**src/hw/ars_pkg.sv**
```systemverilog
// Package with timing constants and state types of the ACPI rail sequencer.
package ars_pkg;
   localparam int unsigned CLK_MHZ        = 100;
   localparam int unsigned DEGLITCH_NS    = 2000;
   localparam int unsigned SLEEP_DELAY_US = 200;
   localparam int unsigned LATCH_DELAY_MS = 3;
   localparam int unsigned ACTIVE_WAIT_MS = 25;
   localparam int unsigned DEGLITCH_CYC   = (DEGLITCH_NS * CLK_MHZ) / 1000;
   localparam int unsigned SLEEP_DELAY_CYC = SLEEP_DELAY_US * CLK_MHZ;
   localparam int unsigned LATCH_DELAY_CYC = LATCH_DELAY_MS * 1000 * CLK_MHZ;
   localparam int unsigned ACTIVE_WAIT_CYC = ACTIVE_WAIT_MS * 1000 * CLK_MHZ;
   localparam int unsigned CNT_W          = 24;
   localparam logic [1:0]  MEM_SEL_RST    = 2'h3;
   typedef enum logic [3:0] {
      ARS_OFF, ARS_SB_RAMP, ARS_SB_WAIT, ARS_SLP_RAMP, ARS_SLEEP,
      ARS_ACT_WAIT, ARS_ACT_RAMP, ARS_ACTIVE, ARS_TO_SLEEP, ARS_LATCHED
   } ars_state_t;
endpackage : ars_pkg

```
**src/hw/ars_sequencer.sv**
```systemverilog
// Control logic of the multi-rail ACPI power sequencer.
// Functional notes
// - Start standby rail soft-start once bias power-on reset releases.
// - About 3 ms after standby ramp, latch dual-5V support, ramp other rails.
// - Dual 5V on in active; in sleep only when support latched 1.
// - S5 low with S3 high keeps state except in S3 sleep, which wakes to active; no direct S3 to S5 changes.
// - Only active-to-sleep and sleep-to-active transitions are taken.
// - Dual-5V support follows input only in active, reset, shutdown, first 3 ms.
// - Both sleep requests deglitched by a 2 us filter.
// - S3 request fall starts 200 us timer; then S5 or S3 chosen.
// - Fast charge to 1 V, slow charge; ramp outputs from 1.25 V.
// - Standby rail good and node at 2.75 V arms its monitor, discharges node.
// - After timeout latch selections, second ramp, arm remaining monitors at 2.75 V.
// - Wake active when both requests high; switches wait 25 ms after inputs good.
// - Active timeout ramps memory and clock rails, raises switch gate.
// - In active, node discharged to 2.45 V and held until sleep request.
// - 3.3 V memory rail in sleep only if selected; always on in active.
// - Fault output high on any monitored output undervoltage.
// - External-rail undervoltage flags only; a memory-rail one latches off that rail, a clock one turns the clock rail off while present.
// - Soft-start shutdown turns all off, clears fault and latched regulators.
// - Early standby undervoltage latches whole device until bias cycles.
// - Overtemp 140 C flags fault; 155 C shuts off until back below 140 C.
// - Input loss in active forces S5 with fault until recovery or reset.
// - Capture dual-5V support on sleep entry, reset release, shutdown exit.
// - Latch memory select after standby ramp, reset, shutdown exit, S5 exit only.
`timescale 1ns/1ps
module ars_sequencer #(
   parameter int unsigned LATCH_CYC  = ars_pkg::LATCH_DELAY_CYC,  // 3 ms timeout
   parameter int unsigned ACTIVE_CYC = ars_pkg::ACTIVE_WAIT_CYC   // 25 ms timeout
) (
   input  wire logic       clk_i,                   // 100 MHz clock
   input  wire logic       sys_rst_i,               // Synchronous reset, active high
   input  wire logic       bias_por_ok_i,           // Bias above reset threshold
   input  wire logic       suspend_ram_request_n_i, // S3 sleep request, active low
   input  wire logic       soft_off_request_n_i,    // S5 sleep request, active low
   input  wire logic       dual5_sleep_support_i,   // Dual 5V sleep support select
   input  wire logic [1:0] memory_rail_select_i,    // Bit0 2.5 V mem, bit1 3.3 V mem
   input  wire logic       main_inputs_ok_i,        // 3.3, 5 and 12 V inputs good
   input  wire logic       ss_above_1v_i,           // Soft-start node above 1 V
   input  wire logic       ss_above_1v25_i,         // Soft-start node above 1.25 V
   input  wire logic       ss_above_2v75_i,         // Soft-start node above 2.75 V
   input  wire logic       ss_shutdown_i,           // Soft-start node below 0.8 V
   input  wire logic [4:0] rail_uv_i,               // UV: sb, mem33, mem25, clk, dual5
   input  wire logic       temp_warn_i,             // Temperature above 140 C
   input  wire logic       temp_shut_i,             // Temperature above 155 C
   output logic            ss_fast_charge_o,        // Fast charge soft-start node
   output logic            ss_slow_charge_o,        // Slow charge current on
   output logic            ss_discharge_1v25_o,     // Discharge node to 1.25 V
   output logic            ss_discharge_2v45_o,     // Discharge node to 2.45 V
   output logic            standby_rail_en_o,       // Standby 3.3 V regulator on
   output logic            active_switch_gate_o,    // Active pass switch gate
   output logic            dual_five_output_o,      // Dual 5V output enable
   output logic            mem33_sleep_en_o,        // Internal 3.3 V memory pass on
   output logic            mem25_en_o,              // 2.5 V memory regulator on
   output logic            clock_rail_output_o,     // 2.5 V clock regulator on
   output logic            fault_o,                 // Fault report, active high
   output logic            in_sleep_s5_o            // Device in S5 state
);
   ars_pkg::ars_state_t       st_q, st_d;
   logic [ars_pkg::CNT_W-1:0] tmr_q, tmr_d;
   logic [1:0]                s3_sy_q, s5_sy_q, s3_sy_d, s5_sy_d;
   logic [1:0]                s3_m_q, s5_m_q, s3_m_d, s5_m_d, mem_sy_q, mem_sy_d;
   logic [7:0]                g3_q, g5_q, g3_d, g5_d;
   logic                      s3_f_q, s5_f_q, s3_f_d, s5_f_d;
   logic                      d5_q, d5_d, dual5_pass_q, dual5_pass_d;
   logic [1:0]                mem_sel_q, mem_sel_d;
   logic                      sb_armed_q, sb_armed_d, all_armed_q, all_armed_d;
   logic                      disch_q, disch_d, forced_q, forced_d, hot_q, hot_d, loss_q, loss_d;
   logic [1:0]                loff_q, loff_d;
   logic                      uv_any;
   logic                      outs_on;
   logic                      ss_fast_d, ss_slow_d, d125_d, d245_d, sb_en_d, gate_d;
   logic                      d5o_d, m33_d, m25_d, clk_d, flt_d, s5o_d;

   // Deglitch helper: counts while the sample differs from the filtered level.
   function automatic logic [7:0] glitch_cnt(input logic smp, input logic filt,
                                             input logic [7:0] cnt);
      if (smp == filt) begin
         glitch_cnt = 8'h00;
      end else begin
         glitch_cnt = cnt + 8'h01;
      end
   endfunction : glitch_cnt

   // Input synchronisers and sleep request filters.
   always_comb begin
      s3_sy_d = {s3_sy_q[0], suspend_ram_request_n_i};
      s5_sy_d = {s5_sy_q[0], soft_off_request_n_i};
      s3_m_d  = {s3_m_q[0], dual5_sleep_support_i};
      mem_sy_d = memory_rail_select_i;
      s5_m_d  = mem_sy_q;
      g3_d    = glitch_cnt(s3_sy_q[1], s3_f_q, g3_q);
      g5_d    = glitch_cnt(s5_sy_q[1], s5_f_q, g5_q);
      s3_f_d  = s3_f_q;
      s5_f_d  = s5_f_q;
      if (g3_q == 8'(ars_pkg::DEGLITCH_CYC)) begin
         s3_f_d = s3_sy_q[1];
         g3_d   = 8'h00;
      end
      if (g5_q == 8'(ars_pkg::DEGLITCH_CYC)) begin
         s5_f_d = s5_sy_q[1];
         g5_d   = 8'h00;
      end
   end

   always_ff @(posedge clk_i) begin
      if (sys_rst_i) begin
         s3_sy_q <= 2'h3;
         s5_sy_q <= 2'h3;
         s3_m_q  <= 2'h0;
         mem_sy_q <= ars_pkg::MEM_SEL_RST;
         s5_m_q  <= ars_pkg::MEM_SEL_RST;
         g3_q    <= 8'h00;
         g5_q    <= 8'h00;
         s3_f_q  <= 1'b1;
         s5_f_q  <= 1'b1;
      end else begin
         s3_sy_q <= s3_sy_d;
         s5_sy_q <= s5_sy_d;
         s3_m_q  <= s3_m_d;
         mem_sy_q <= mem_sy_d;
         s5_m_q  <= s5_m_d;
         g3_q    <= g3_d;
         g5_q    <= g5_d;
         s3_f_q  <= s3_f_d;
         s5_f_q  <= s5_f_d;
      end
   end

   assign uv_any  = |(rail_uv_i & {{4{all_armed_q}}, sb_armed_q});
   assign outs_on = !ss_shutdown_i && !hot_q && st_q != ars_pkg::ARS_LATCHED;

   // Sequencer state, timers, latched selections and fault bookkeeping.
   always_comb begin
      st_d         = st_q;
      tmr_d        = tmr_q;
      d5_d         = d5_q;
      mem_sel_d    = mem_sel_q;
      sb_armed_d   = sb_armed_q;
      all_armed_d  = all_armed_q;
      disch_d      = 1'b0;
      forced_d     = forced_q;
      loss_d       = loss_q;
      loff_d       = loff_q;
      dual5_pass_d = dual5_pass_q;
      hot_d        = temp_shut_i ? 1'b1 : (temp_warn_i ? hot_q : 1'b0);
      if (st_q == ars_pkg::ARS_ACTIVE || tmr_q != '0 && st_q == ars_pkg::ARS_SB_WAIT) begin
         d5_d = s3_m_q[1];
      end
      if (all_armed_q) begin
         loff_d = loff_q | {rail_uv_i[2], rail_uv_i[1]};
      end
      if (!bias_por_ok_i) begin
         st_d        = ars_pkg::ARS_OFF;
         sb_armed_d  = 1'b0;
         all_armed_d = 1'b0;
         {forced_d, loss_d} = 2'h0;
         loff_d      = 2'h0;
         d5_d        = s3_m_q[1];
      end else if (st_q == ars_pkg::ARS_LATCHED) begin
         st_d = ars_pkg::ARS_LATCHED;
      end else if (ss_shutdown_i) begin
         st_d        = ars_pkg::ARS_OFF;
         {forced_d, loss_d} = 2'h0;
         loff_d      = 2'h0;
         all_armed_d = 1'b0;
         sb_armed_d  = 1'b0;
         d5_d        = s3_m_q[1];
      end else if (sb_armed_q && !all_armed_q && rail_uv_i[0]) begin
         st_d = ars_pkg::ARS_LATCHED;
      end else if ((st_q == ars_pkg::ARS_ACT_RAMP || st_q == ars_pkg::ARS_ACTIVE)
                   && !main_inputs_ok_i) begin
         {forced_d, loss_d} = 2'h3;
         d5_d = s3_m_q[1];
         st_d = ars_pkg::ARS_SLEEP;
      end else begin
         case (st_q)
            ars_pkg::ARS_OFF: begin
               st_d  = ars_pkg::ARS_SB_RAMP;
               d5_d  = s3_m_q[1];
               mem_sel_d = s5_m_q;
            end
            ars_pkg::ARS_SB_RAMP: begin
               if (ss_above_2v75_i && !rail_uv_i[0]) begin
                  sb_armed_d = 1'b1;
                  disch_d    = 1'b1;
                  tmr_d      = ars_pkg::CNT_W'(LATCH_CYC);
                  st_d       = ars_pkg::ARS_SB_WAIT;
               end
            end
            ars_pkg::ARS_SB_WAIT: begin
               if (tmr_q != '0) begin
                  tmr_d = tmr_q - 1'b1;
               end else begin
                  d5_d   = s3_m_q[1];
                  mem_sel_d = s5_m_q;
                  if (s3_f_q && s5_f_q) begin
                     st_d = ars_pkg::ARS_ACT_WAIT;
                     tmr_d = ars_pkg::CNT_W'(ACTIVE_CYC);
                  end else begin
                     st_d = ars_pkg::ARS_SLP_RAMP;
                     forced_d = !s5_f_q;
                  end
               end
            end
            ars_pkg::ARS_SLP_RAMP: begin
               if (ss_above_2v75_i) begin
                  all_armed_d = 1'b1;
                  disch_d     = 1'b1;
                  st_d        = ars_pkg::ARS_SLEEP;
               end
            end
            ars_pkg::ARS_SLEEP: begin
               if (s3_f_q && (s5_f_q || !forced_q) && (!forced_q || main_inputs_ok_i)) begin
                  if (forced_q) begin
                     mem_sel_d = s5_m_q;
                  end
                  {forced_d, loss_d} = 2'h0;
                  st_d     = ars_pkg::ARS_ACT_WAIT;
                  tmr_d    = ars_pkg::CNT_W'(ACTIVE_CYC);
               end
            end
            ars_pkg::ARS_ACT_WAIT: begin
               if (!main_inputs_ok_i) begin
                  tmr_d = ars_pkg::CNT_W'(ACTIVE_CYC);
               end else if (tmr_q != '0) begin
                  tmr_d = tmr_q - 1'b1;
               end else begin
                  st_d = ars_pkg::ARS_ACT_RAMP;
               end
            end
            ars_pkg::ARS_ACT_RAMP: begin
               if (ss_above_2v75_i) begin
                  all_armed_d = 1'b1;
                  st_d        = ars_pkg::ARS_ACTIVE;
               end
            end
            ars_pkg::ARS_ACTIVE: begin
               if (!s3_f_q) begin
                  st_d  = ars_pkg::ARS_TO_SLEEP;
                  tmr_d = ars_pkg::CNT_W'(ars_pkg::SLEEP_DELAY_CYC);
               end
            end
            ars_pkg::ARS_TO_SLEEP: begin
               if (s3_f_q) begin
                  st_d = ars_pkg::ARS_ACTIVE;
               end else if (tmr_q != '0) begin
                  tmr_d = tmr_q - 1'b1;
               end else begin
                  forced_d = !s5_f_q;
                  d5_d     = s3_m_q[1];
                  st_d     = ars_pkg::ARS_SLEEP;
               end
            end
            default: begin
               st_d = ars_pkg::ARS_OFF;
            end
         endcase
      end
      dual5_pass_d = d5_q;
   end

   // Output decode: every output registered.
   always_comb begin
      ss_fast_d = bias_por_ok_i && !ss_shutdown_i && !ss_above_1v_i;
      ss_slow_d = bias_por_ok_i && !ss_shutdown_i && ss_above_1v_i && !ss_above_2v75_i;
      d125_d    = disch_q && st_q != ars_pkg::ARS_ACTIVE;
      d245_d    = st_q == ars_pkg::ARS_ACTIVE && ss_above_2v75_i;
      sb_en_d   = outs_on && st_q != ars_pkg::ARS_OFF && ss_above_1v25_i;
      gate_d    = outs_on && (st_q == ars_pkg::ARS_ACT_RAMP || st_q == ars_pkg::ARS_ACTIVE
                  || st_q == ars_pkg::ARS_TO_SLEEP);
      d5o_d     = gate_d || (outs_on && st_q == ars_pkg::ARS_SLEEP && dual5_pass_q);
      m33_d     = outs_on && st_q == ars_pkg::ARS_SLEEP && mem_sel_q[1] && !loff_q[0];
      m25_d     = outs_on && (gate_d || st_q == ars_pkg::ARS_SLEEP && mem_sel_q[0])
                  && !loff_q[1];
      clk_d     = gate_d && !rail_uv_i[3];
      flt_d     = !ss_shutdown_i && (uv_any || temp_warn_i || temp_shut_i || loss_q
                  || st_q == ars_pkg::ARS_LATCHED);
      s5o_d     = st_q == ars_pkg::ARS_SLEEP && forced_q;
   end

   always_ff @(posedge clk_i) begin
      if (sys_rst_i) begin
         st_q                 <= ars_pkg::ARS_OFF;
         tmr_q                <= '0;
         d5_q                 <= 1'b0;
         dual5_pass_q         <= 1'b0;
         mem_sel_q            <= ars_pkg::MEM_SEL_RST;
         sb_armed_q           <= 1'b0;
         all_armed_q          <= 1'b0;
         disch_q              <= 1'b0;
         forced_q             <= 1'b0;
         loss_q               <= 1'b0;
         loff_q               <= 2'h0;
         hot_q                <= 1'b0;
         ss_fast_charge_o     <= 1'b0;
         ss_slow_charge_o     <= 1'b0;
         ss_discharge_1v25_o  <= 1'b0;
         ss_discharge_2v45_o  <= 1'b0;
         standby_rail_en_o    <= 1'b0;
         active_switch_gate_o <= 1'b0;
         dual_five_output_o   <= 1'b0;
         mem33_sleep_en_o     <= 1'b0;
         mem25_en_o           <= 1'b0;
         clock_rail_output_o  <= 1'b0;
         fault_o              <= 1'b0;
         in_sleep_s5_o        <= 1'b0;
      end else begin
         st_q                 <= st_d;
         tmr_q                <= tmr_d;
         d5_q                 <= d5_d;
         dual5_pass_q         <= dual5_pass_d;
         mem_sel_q            <= mem_sel_d;
         sb_armed_q           <= sb_armed_d;
         all_armed_q          <= all_armed_d;
         disch_q              <= disch_d;
         forced_q             <= forced_d;
         loss_q               <= loss_d;
         loff_q               <= loff_d;
         hot_q                <= hot_d;
         ss_fast_charge_o     <= ss_fast_d;
         ss_slow_charge_o     <= ss_slow_d;
         ss_discharge_1v25_o  <= d125_d;
         ss_discharge_2v45_o  <= d245_d;
         standby_rail_en_o    <= sb_en_d;
         active_switch_gate_o <= gate_d;
         dual_five_output_o   <= d5o_d;
         mem33_sleep_en_o     <= m33_d;
         mem25_en_o           <= m25_d;
         clock_rail_output_o  <= clk_d;
         fault_o              <= flt_d;
         in_sleep_s5_o        <= s5o_d;
      end
   end
endmodule : ars_sequencer

```
**config.mk**
```make
export PLATFORM = sky130hd
export DESIGN_NAME = ars_sequencer
export DESIGN_NICKNAME = d
export VERILOG_FILES = /design/src/hw/ars_pkg.sv /design/src/hw/ars_sequencer.sv
export SDC_FILE = /design/constraint.sdc
export NUM_CORES = 1
export LEC_CHECK = 0
export BUFFER_PORTS_ARGS = -buffer_cell sky130_fd_sc_hd__buf_2
export CAP_MARGIN = 20
export CORE_MARGIN = 1
export CORE_UTILIZATION = 51
export CTS_CLUSTER_SIZE = 25
export DETAILED_ROUTE_END_ITERATION = 10
export HOLD_SLACK_MARGIN = 0.03
export PLACE_DENSITY = 0.72
export REMOVE_ABC_BUFFERS = 1
export SYNTH_ARGS = -nofsm -noshare
export SYNTH_HDL_FRONTEND = slang
export SYNTH_SLANG_ARGS = --single-unit
```
**constraint.sdc**
```tcl
create_clock -name clk_i -period 2.3 [get_ports clk_i]
set_input_delay 0.575 -clock clk_i [delete_from_list [all_inputs] [get_ports clk_i]]
set_output_delay 0.575 -clock clk_i [all_outputs]
set_load 0.02 [all_outputs]
```
**Yosys cells after proc, flatten, opt, wreduce, memory -nomap -nowiden**

Index checks and enable logic that the tools add are counted.

- Bitwise gates (word level): 7
- Mux-type cells: 69
- Add/sub/neg operators: 3
- Reduce and logical (&&, ||, !) cells: 80
- Equal/unequal tests: 53

Operators with widths:

| cell | count |
|---|---|
| $mux 24 | 8 |
| $pmux 24 s6 | 1 |
| $mux 4 | 14 |
| $pmux 4 s9 | 1 |
| $reduce_and 9->1 | 4 |
| $mux 1 | 34 |
| $logic_and 1x1->1 | 29 |
| $ne 2x2->1 const B | 12 |
| $ne 3x3->1 const B | 8 |
| $ne 4x4->1 const B | 6 |
| $ne 6x6->1 const B | 4 |
| $reduce_bool 24->1 | 1 |
| $sub 24x1->24 const B | 1 |
| $ne 6x5->1 const B | 3 |
| $add 8x1->8 const B | 2 |
| $eq 4x3->1 const B | 4 |
| $eq 8x8->1 const B | 2 |
| $logic_not 1->1 | 12 |
| $mux 2 | 6 |
| $logic_or 1x1->1 | 11 |
| $reduce_and 11->1 | 1 |
| $reduce_and 5->1 | 2 |
| $reduce_or 5->1 | 2 |
| $reduce_bool 3->1 | 3 |
| other kinds (26) | 41 |

- Output and inout bits: 12
- Register bits: 80

**Logic depth before layout (Yosys ltp)**

Gate-level depths: netlist of the first run.

- Depth in word-level cells: 12
- Mapped depth: 11
- Depth with buffers taken out: 9

**Worst setup path after synthesis of the first run**

Ideal clock, no wire load.

- Path kind: input port to flip-flop
- Start: in main_inputs_ok_i
- End: reg tmr_q[20] (netlist bit)
- Data arrival time: 2.381 ns
- Cell stages on the path: 8
- Setup time: 0.070 ns
- Slack: -0.151 ns
- Cells stage by stage: buf_4 > and4bb_1 > nor3_4 > nand3_1 > a311o_1 > buf_6 > or4_1 > a21oi_1

- Cells in the longest elaborated chain, start to end: 4
- Elaborated cells between the ends (all ways): 9

RTL lines:

| element | RTL line | RTL |
|---|---|---|
| start, declared | ars_sequencer.sv:38 | `input wire logic main_inputs_ok_i,` |
| $logic_or 1x1->1 / $logic_not 1->1 (equally long branches) | n/a |  |
| $logic_and 1x1->1, on equally long branches | ars_sequencer.sv:214, ars_sequencer.sv:172 |  |
| $ne 2x2->1 (no line) / $not 1->1 (equally long branches) | n/a |  |
| $reduce_and 11->1 (no line) | n/a |  |
| end signal, assigned | ars_sequencer.sv:310 | `tmr_q <= tmr_d;` |
| end, declared | ars_sequencer.sv:60 | `logic [ars_pkg::CNT_W-1:0] tmr_q, tmr_d;` |

Several ways; a longest one is shown, not always the timed one.
A chain may end at the register's enable or synchronous reset.

**Final worst setup path of the first run**

- Start: reg st_q[2]
- End: reg tmr_q[20] (netlist bit)

- Cells in the longest elaborated chain, start to end: 5
- Elaborated cells between the ends (all ways): 20

RTL lines:

| element | RTL line | RTL |
|---|---|---|
| start, declared | ars_sequencer.sv:59 | `ars_pkg::ars_state_t st_q, st_d;` |
| start signal, assigned | ars_sequencer.sv:284 | `st_q <= ars_pkg::ARS_OFF;` |
| start signal, assigned | ars_sequencer.sv:309 | `st_q <= st_d;` |
| $eq 4x3->1, on equally long branches | ars_sequencer.sv:171, ars_sequencer.sv:177 |  |
| $logic_or 1x1->1 | ars_sequencer.sv:171 | `end else if ((st_q == ars_pkg::ARS_ACT_RAMP \|\| st_q == ars_pkg::ARS_ACTIVE)` |
| $logic_and 1x1->1 | ars_sequencer.sv:172 | `&& !main_inputs_ok_i) begin` |
| $not 1->1 (no line) | n/a |  |
| $reduce_and 11->1 (no line) | n/a |  |

Several ways; a longest one is shown, not always the timed one.

==> impl_results.md, run 1 <==
- Ys Warns: 0
- Total of max-cap violations: 0
- Hold Crit Start: ss_above_1v_i
- Antenna violations before repair: 0
- Hold WS: between 300 and 400 ps
- Routed Antenna Nets: 0
- Final Cycle Share: 100%
- Worst-path clk slew: 100 ps
- Row count: 33
- Root Buffer: clkbuf_8
- First-pass GRT wire length: between 20000 and 25000 um
- CP max FO: 10
- Placed cells: between 700 and 800
- Die area: 9070 um^2
- Clk_lat worst skew: 360 ps
- Seq/Total Area, Yosys: between 30% and 40%
- Cell depth of the worst hold path: 2
- Post-DR wirelength/cell: 17.2 um
- Synth Instances: between 500 and 600
- Total power: 2.99 mW
- DRC viols: 0
- Power per standard cell area: about 530 nW/um^2
- Status: complete, but fails checks
- Maximum VDD drop: around 0.28 mV
- Routed met2 length: between 6000 and 7000 um
- Fin nets: roughly 680
- Minimum clock period: 2300 ps
- Final setup fails: 1
- Post-synth EDFFs: 0
- Achievable Freq: 434 MHz
- Vias in the first global route: 4371
- Setup Skew: around 14 ps
- Max_slew headroom: 50.9%
- Failing checks: negative setup slack
- RR Startpoint: st_q[2]
- DRT iter0 DRCs: between 300 and 400
- CTS Buf Count: 9
- Die W: 95.2 um
- Die height: about 95 um
- FF+latch area: roughly 1600 um^2
- Ratio of cells with drive above 1 in the final layout: 27.8%
- Startpoint types: flip-flop
- Hold Crit Endpoint: ss_fast_charge_o
- Gr ovfl total: 0
- GRT Total Usage: 30.0%
- Final hold vios: 0
- Total Routed Length: 13200 um
- Mapped Avg Cell Area: 8.05 um^2
- Area delta synth->final: 26.4%
- Initial Utilization: around 53%
- Count of cell types in the netlist: just under 70
- Crit. End Element: flip-flop
- Core ar.: 8300 um^2
- Vias: 4721
- Worst-Margin Slew: 732 ps
- Setup TNS: -3.98 ps
- Arr. time, crit path: around 2600 ps
- RSZ-0062 raised after global routing: true
- Mapped cell area: 4430 um^2
- Flop2flop setup slack: -4 ps
- DP Wirelength: about 9600 um
- Highest metal used: met4
- #FFs+latches synth: 80
- TritonRoute pass-1 iters: 5
- Vias per cell: slightly above 6
- Antenna fix cells: 0
- Dominant synthesized flop cell: dfxtp_1
- DRT met1 WL: 5450 um
- Sink Count: 80
- CP required: around 2600 ps
- Setup Crit Path Kind: flip-flop to flip-flop
- H-tree depth: 3
- LEAKAGE: 2.34 nW
- Routed wl met3: 1190 um
- CTS Buffer Depth: 2
- Final Max Slew Viols: 0
- R2R cell count: 7
- Io pins: 32
- Reg2reg end: tmr_q[20]
- Ys async rst share: 0%
- Largest net degree at the start of global routing: 19
- CTS tree: yes
- IO Port Bufs: 31
- Fill cells: 706
- Slack of the critical path: -3.98 ps
- GPL Wtd Cong: roughly 1.0
- Hold Path Class: primary input to flip-flop
- Area of the multi-input gates: 2670 um^2
- Post-Layout Cell Count: 767
## kinds of logic (layout without fill, tap and decap cells)
logic type	count (synthesis)	after routing	share of synthesized area, %
and+or+nand+nor	249	249	30.6
xor gates and xnor gates	21	21	4.15
buffers and inverters	50	161	4.94
muxes	6	6	1.35
adders and majority gates	7	7	1.98
AOI/OAI and AO/OA	138	138	20.8
DFF	80	80	36.1
## how the worst max path moves through the flow
stage	endpoint	slack, ps	cells after the start	start
global placement	tmr_q[15]	-170	8	main_inputs_ok_i
CTS	tmr_q[20]	10	6	st_q[2]
global route	tmr_q[20]	-80	7	st_q[2]
floorplan	tmr_q[18]	-500	6	tmr_q[3]
detailed placement	tmr_q[15]	-190	8	main_inputs_ok_i
finish	tmr_q[20]	-4	7	st_q[2]
## state kept, by name, summed over array words and instances, names as in the netlist, 2 cells and up
register   count
s3_m_q         2
tmr_q         24
g3_q           8
mem_sy_q       2
s5_m_q         2
st_q           4
mem_sel_q      2
g5_q           8
s3_sy_q        2
s5_sy_q        2
loff_q         2
## worst max-delay path, cell delays in order (launching register included)
cell	delay, ps
dfxtp_2	370
buf_4	180
and4bb_1	240
nor3_4	140
nand3_1	140
a311o_2	480
or4_4	550
a21oi_2	140
## repair_timing
action	in CTS	in global routing
pin swaps	1	13
hold buffers	0	0
setup buffers	0	5
resized for setup	7	22
gates cloned	0	1
endpoints found under the setup margin	18	26
## per-stage QoR
| step | worst slack, ps | utilization, % | area [um^2] |
|---|---|---|---|
| CTS | 11.3 | 66.3 | 5510 |
| global route | -82.7 | 67.5 | 5600 |
| floorplan | -504 | - | 4280 |
| finish | -3.98 | 67.5 | 5600 |
| detailed placement | -193 | 63.5 | 5270 |
| global placement | -166 | 63.5 | 5270 |
## cells in the final DEF, fill, tap and decap left out, drive strengths merged, types with 5 or more instances in the layout
| cell | synthesis | routed |
|---|---|---|
| buf | 14 | 126 |
| dfxtp | 80 | 80 |
| nor2 | 64 | 64 |
| a21oi | 38 | 38 |
| nand2 | 38 | 38 |
| nand3 | 32 | 32 |
| o21ai | 28 | 28 |
| nor3 | 21 | 21 |
| inv | 18 | 21 |
| xor2 | 14 | 14 |
| a211oi | 14 | 14 |
| nor2b | 11 | 11 |
| nor4 | 11 | 11 |
| nand4 | 10 | 10 |
| or2 | 10 | 10 |
| nand2b | 10 | 10 |
| clkbuf | 18 | 10 |
| and3 | 9 | 9 |
| o211ai | 8 | 8 |
| xnor2 | 7 | 7 |
| ha | 7 | 7 |
| or3 | 6 | 6 |
| mux2i | 6 | 6 |
| or4 | 6 | 6 |
| a31oi | 5 | 5 |
## power by group
group / internal [mW] / switching (mW) / total (mW)
logic: 0.207 / 0.255 / 0.462
clock network: 0.522 / 0.585 / 1.11
registers: 1.40 / 0.0147 / 1.42
total: 2.13 / 0.855 / 2.99
## Yosys cell counts (all sizes together) (4+ instances only)
| cell | number | share of area (%) |
|---|---|---|
| dfxtp | 80 | 36 |
| nor2 | 64 | 5.4 |
| a21oi | 38 | 4.3 |
| nand2 | 38 | 3.3 |
| nand3 | 32 | 3.6 |
| o21ai | 28 | 3.2 |
| nor3 | 21 | 2.6 |
| clkbuf | 18 | 1.5 |
| inv | 18 | 1.5 |
| a211oi | 14 | 2.5 |
| buf | 14 | 1.9 |
| xor2 | 14 | 2.8 |
| nor2b | 11 | 1.6 |
| nor4 | 11 | 2.4 |
| nand2b | 10 | 1.6 |
| nand4 | 10 | 1.4 |
| or2 | 10 | 1.4 |
| and3 | 9 | 1.3 |
| o211ai | 8 | 1.4 |
| ha | 7 | 2.0 |
| xnor2 | 7 | 1.4 |
| mux2i | 6 | 1.4 |
| or3 | 6 | 0.85 |
| or4 | 6 | 1.2 |
| a31oi | 5 | 0.71 |
| a211o | 4 | 0.79 |
| a21o | 4 | 0.68 |
| nand4b | 4 | 0.79 |
| nor4b | 4 | 0.79 |
## area by class of cell
| class | count | share of cell area (%) |
|---|---|---|
| clock inverters | 7 | 1.56 |
| multi-input cells | 421 | 47.6 |
| flip-flops and latches | 80 | 28.8 |
| well taps | 105 | 2.34 |
| clock buffers | 9 | 2.21 |
| repair buffers | 127 | 16.2 |
| inverters | 18 | 1.25 |
## routing by layer
layer  vias to the layer above  global-route usage (%)
li1                       2217                       -
met5                         -                       0
met3                        49                    6.46
met4                         0                    13.9
met1                      2215                    39.5
met2                       240                    46.6
No activity file was read; power rests on OpenSTA's default activity.
==> run 2, diff against run 1 <==
ABC_CLOCK_PERIOD_IN_PS = 2300   (was unset)
CORE_UTILIZATION = 50   (was 51)
PLACE_DENSITY = 0.71   (was 0.72)
SETUP_SLACK_MARGIN = 0.2   (was unset)
==> run 2 against run 1 <==
Net effect:
- the run now ends clean
- die area grew 2.0%
- hold slack lost 3.2 ps
- clock power is essentially flat
- routed wire length grew 9.7%
- design area grew 8.6%
- combinational power grew 19%
- first-iteration DRC count grew 11%
- core utilization grew 5.1 points
- cell count grew 2.9%
- fmax grew 1.4%
- non-clock buffer count grew 22
- critical path type unchanged
- largest power group unchanged
- highest routed layer unchanged
==> impl_results.md, run 2 (synthesized netlist as in run 1, its figures left out) <==
- Status: completed
- Final hold vios: 0
- Internal power: around 2.2 mW
- Largest regs: tmr_q (24), g3_q (8), g5_q (8)
- Area after DPL: between 5000 and 6000 um^2
- Final setup fails: 0
- CP max FO: 9
- Ratio of cells with drive above 1 in the final layout: a little over a third
- Flop2flop setup slack: roughly 28 ps
- Initial Utilization: about 53%
- Minimum clock period: between 2000 and 2500 ps
- Maximum VDD drop: between 0.4 and 0.5 mV
- Total of max-cap violations: 0
- Hold Path Class: primary input to flip-flop
- Largest Register: tmr_q
- Achievable Freq: about 440 MHz
- Final Cycle Share: a little over nine tenths
- Max_slew headroom: 24.3%
- Post-Layout Cell Count: a little under 800
- Commonest cells after routing, fill and taps aside: buf_4 (95), dfxtp_1 (70), nor2_1 (57)
- Io pins: 32
- Die area: between 9000 and 10000 um^2
- GPL Wtd Cong: 0.980
- CP required: roughly 2600 ps
- Crit path from: st_q[2]
- First-pass GRT wire length: ~21000 um
- Final Max Slew Viols: 0
- Cell depth of the worst hold path: 2
- CTS Buffer Depth: 2
- Root Buffer: clkbuf_8
- Power per standard cell area: 506 nW/um^2
- Die height: 96.2 um
- Slack of the critical path: around 28 ps
- Setup Crit Path Kind: flip-flop to flip-flop
- RR Startpoint: st_q[2]
- Area delta synth->final: 37.3%
- Worst-path clk slew: about 100 ps
- R2R cell count: 8
- Worst-Margin Slew: between 1000 and 1500 ps
- Commonest non-fill, non-tap cell in the layout: buf_4
- Comb power frac: 17.9%
- Setup WS pre-CTS: -183 ps
- Max FFs per register: 24
- Vias in the first global route: about 4400
- Vias per cell: around 6.2
- DP Wirelength: between 9000 and 10000 um
- Arr. time, crit path: approximately 2600 ps
- IO Port Bufs: 31
- LEAKAGE: between 2 and 3 nW
- Startpoint types: flip-flop
- Total power: around 3 mW
- Row count: 33
- CTS Buf Count: 9
- Total Routed Length: between 10000 and 15000 um
- TritonRoute pass-1 iters: 5
- Setup Skew: between 10 and 15 ps
- Final Cell Area: 6090 um^2
- Post-DR wirelength/cell: ~18 um
- DRT iter0 DRCs: around 400
- Switching power total: about 900 uW
- DRC viols: 0
- Clk_lat worst skew: 370 ps
- Core ar.: ~8400 um^2
- Routed Antenna Nets: 0
- Vias: 4904
- Antenna fix cells: 0
- Flop pwr share: between 40% and 50%
- Reg2reg end: tmr_q[20]
- GRT Total Usage: approximately 30%
- H-tree depth: 3
- Crit. End Element: flip-flop
- Placed cells: between 700 and 800
- RSZ-0062 raised after global routing: true
- Clk pwr share: ~36%
- CTS tree: yes
- Gr ovfl total: 0
- Switching share of power: slightly below 30%
- Antenna violations before repair: 0
- Sink Count: 80
- Die W: 96.2 um
- Fin nets: 706
- Setup TNS: 0 ps
- Hold Crit Start: ss_above_1v_i
- Largest net degree at the start of global routing: 20
- Hold Crit Endpoint: ss_fast_charge_o
-- run 2: how the worst max path moves through the flow --
stage,slack (ps),cells after the start,to
after CTS,80,8,tmr_q[20]
after detailed placement,-180,8,tmr_q[20]
after floorplan,-500,6,tmr_q[18]
after global routing,-40,8,tmr_q[20]
final,30,8,tmr_q[20]
after global placement,-150,8,tmr_q[20]
-- run 2: area by class of cell --
type,instances,area [um^2]
multi-input combinational,421,2920
fill,633,2290
sequential,80,1620
timing repair buffer,149,1140
tap,105,131
clock buffer,9,124
clock inverter,7,82.6
inverter,18,70.1
-- run 2: critical path, stage by stage (launching register included) --
cell      delay [ps]
dfxtp_4          390
buf_6            100
nand2b_4          40
o32a_1           330
o211a_1          240
a311o_1          310
buf_6            160
or4_4            520
a21oi_2          120
-- run 2: timing repair --
item                                    CTS  global route
cloned                                    1             0
pin swaps                                14            15
endpoints found under the setup margin   32            32
setup buffers                            12             9
resized for setup                        33            73
hold buffers                              0             0
-- run 2: through the flow --
step	utilization (%)	hold WS [ps]
2_1_floorplan	-	389
3_3_place_gp	63.2	395
3_5_place_dp	63.2	393
4_1_cts	68.4	361
5_1_grt	72.6	371
6_report	72.6	365
-- run 2: power groups by stage --
stage	Clock, mW	Combinational [mW]	Sequential, mW
floorplan	0	0.203	1.46
global placement	0	0.425	1.45
detailed placement	0	0.432	1.45
CTS	1.13	0.474	1.42
global route	1.17	0.586	1.42
finish	1.11	0.551	1.42
-- run 2: per-layer routing --
| layer | wire (um) | global-route usage (%) | up-vias |
|---|---|---|---|
| li1 | - | - | 2271 |
| met1 | 5890 | 37.1 | 2315 |
| met2 | 6930 | 50.9 | 265 |
| met3 | 1190 | 6.56 | 53 |
| met4 | 440 | 13.8 | 0 |
| met5 | 0 | 0 | - |
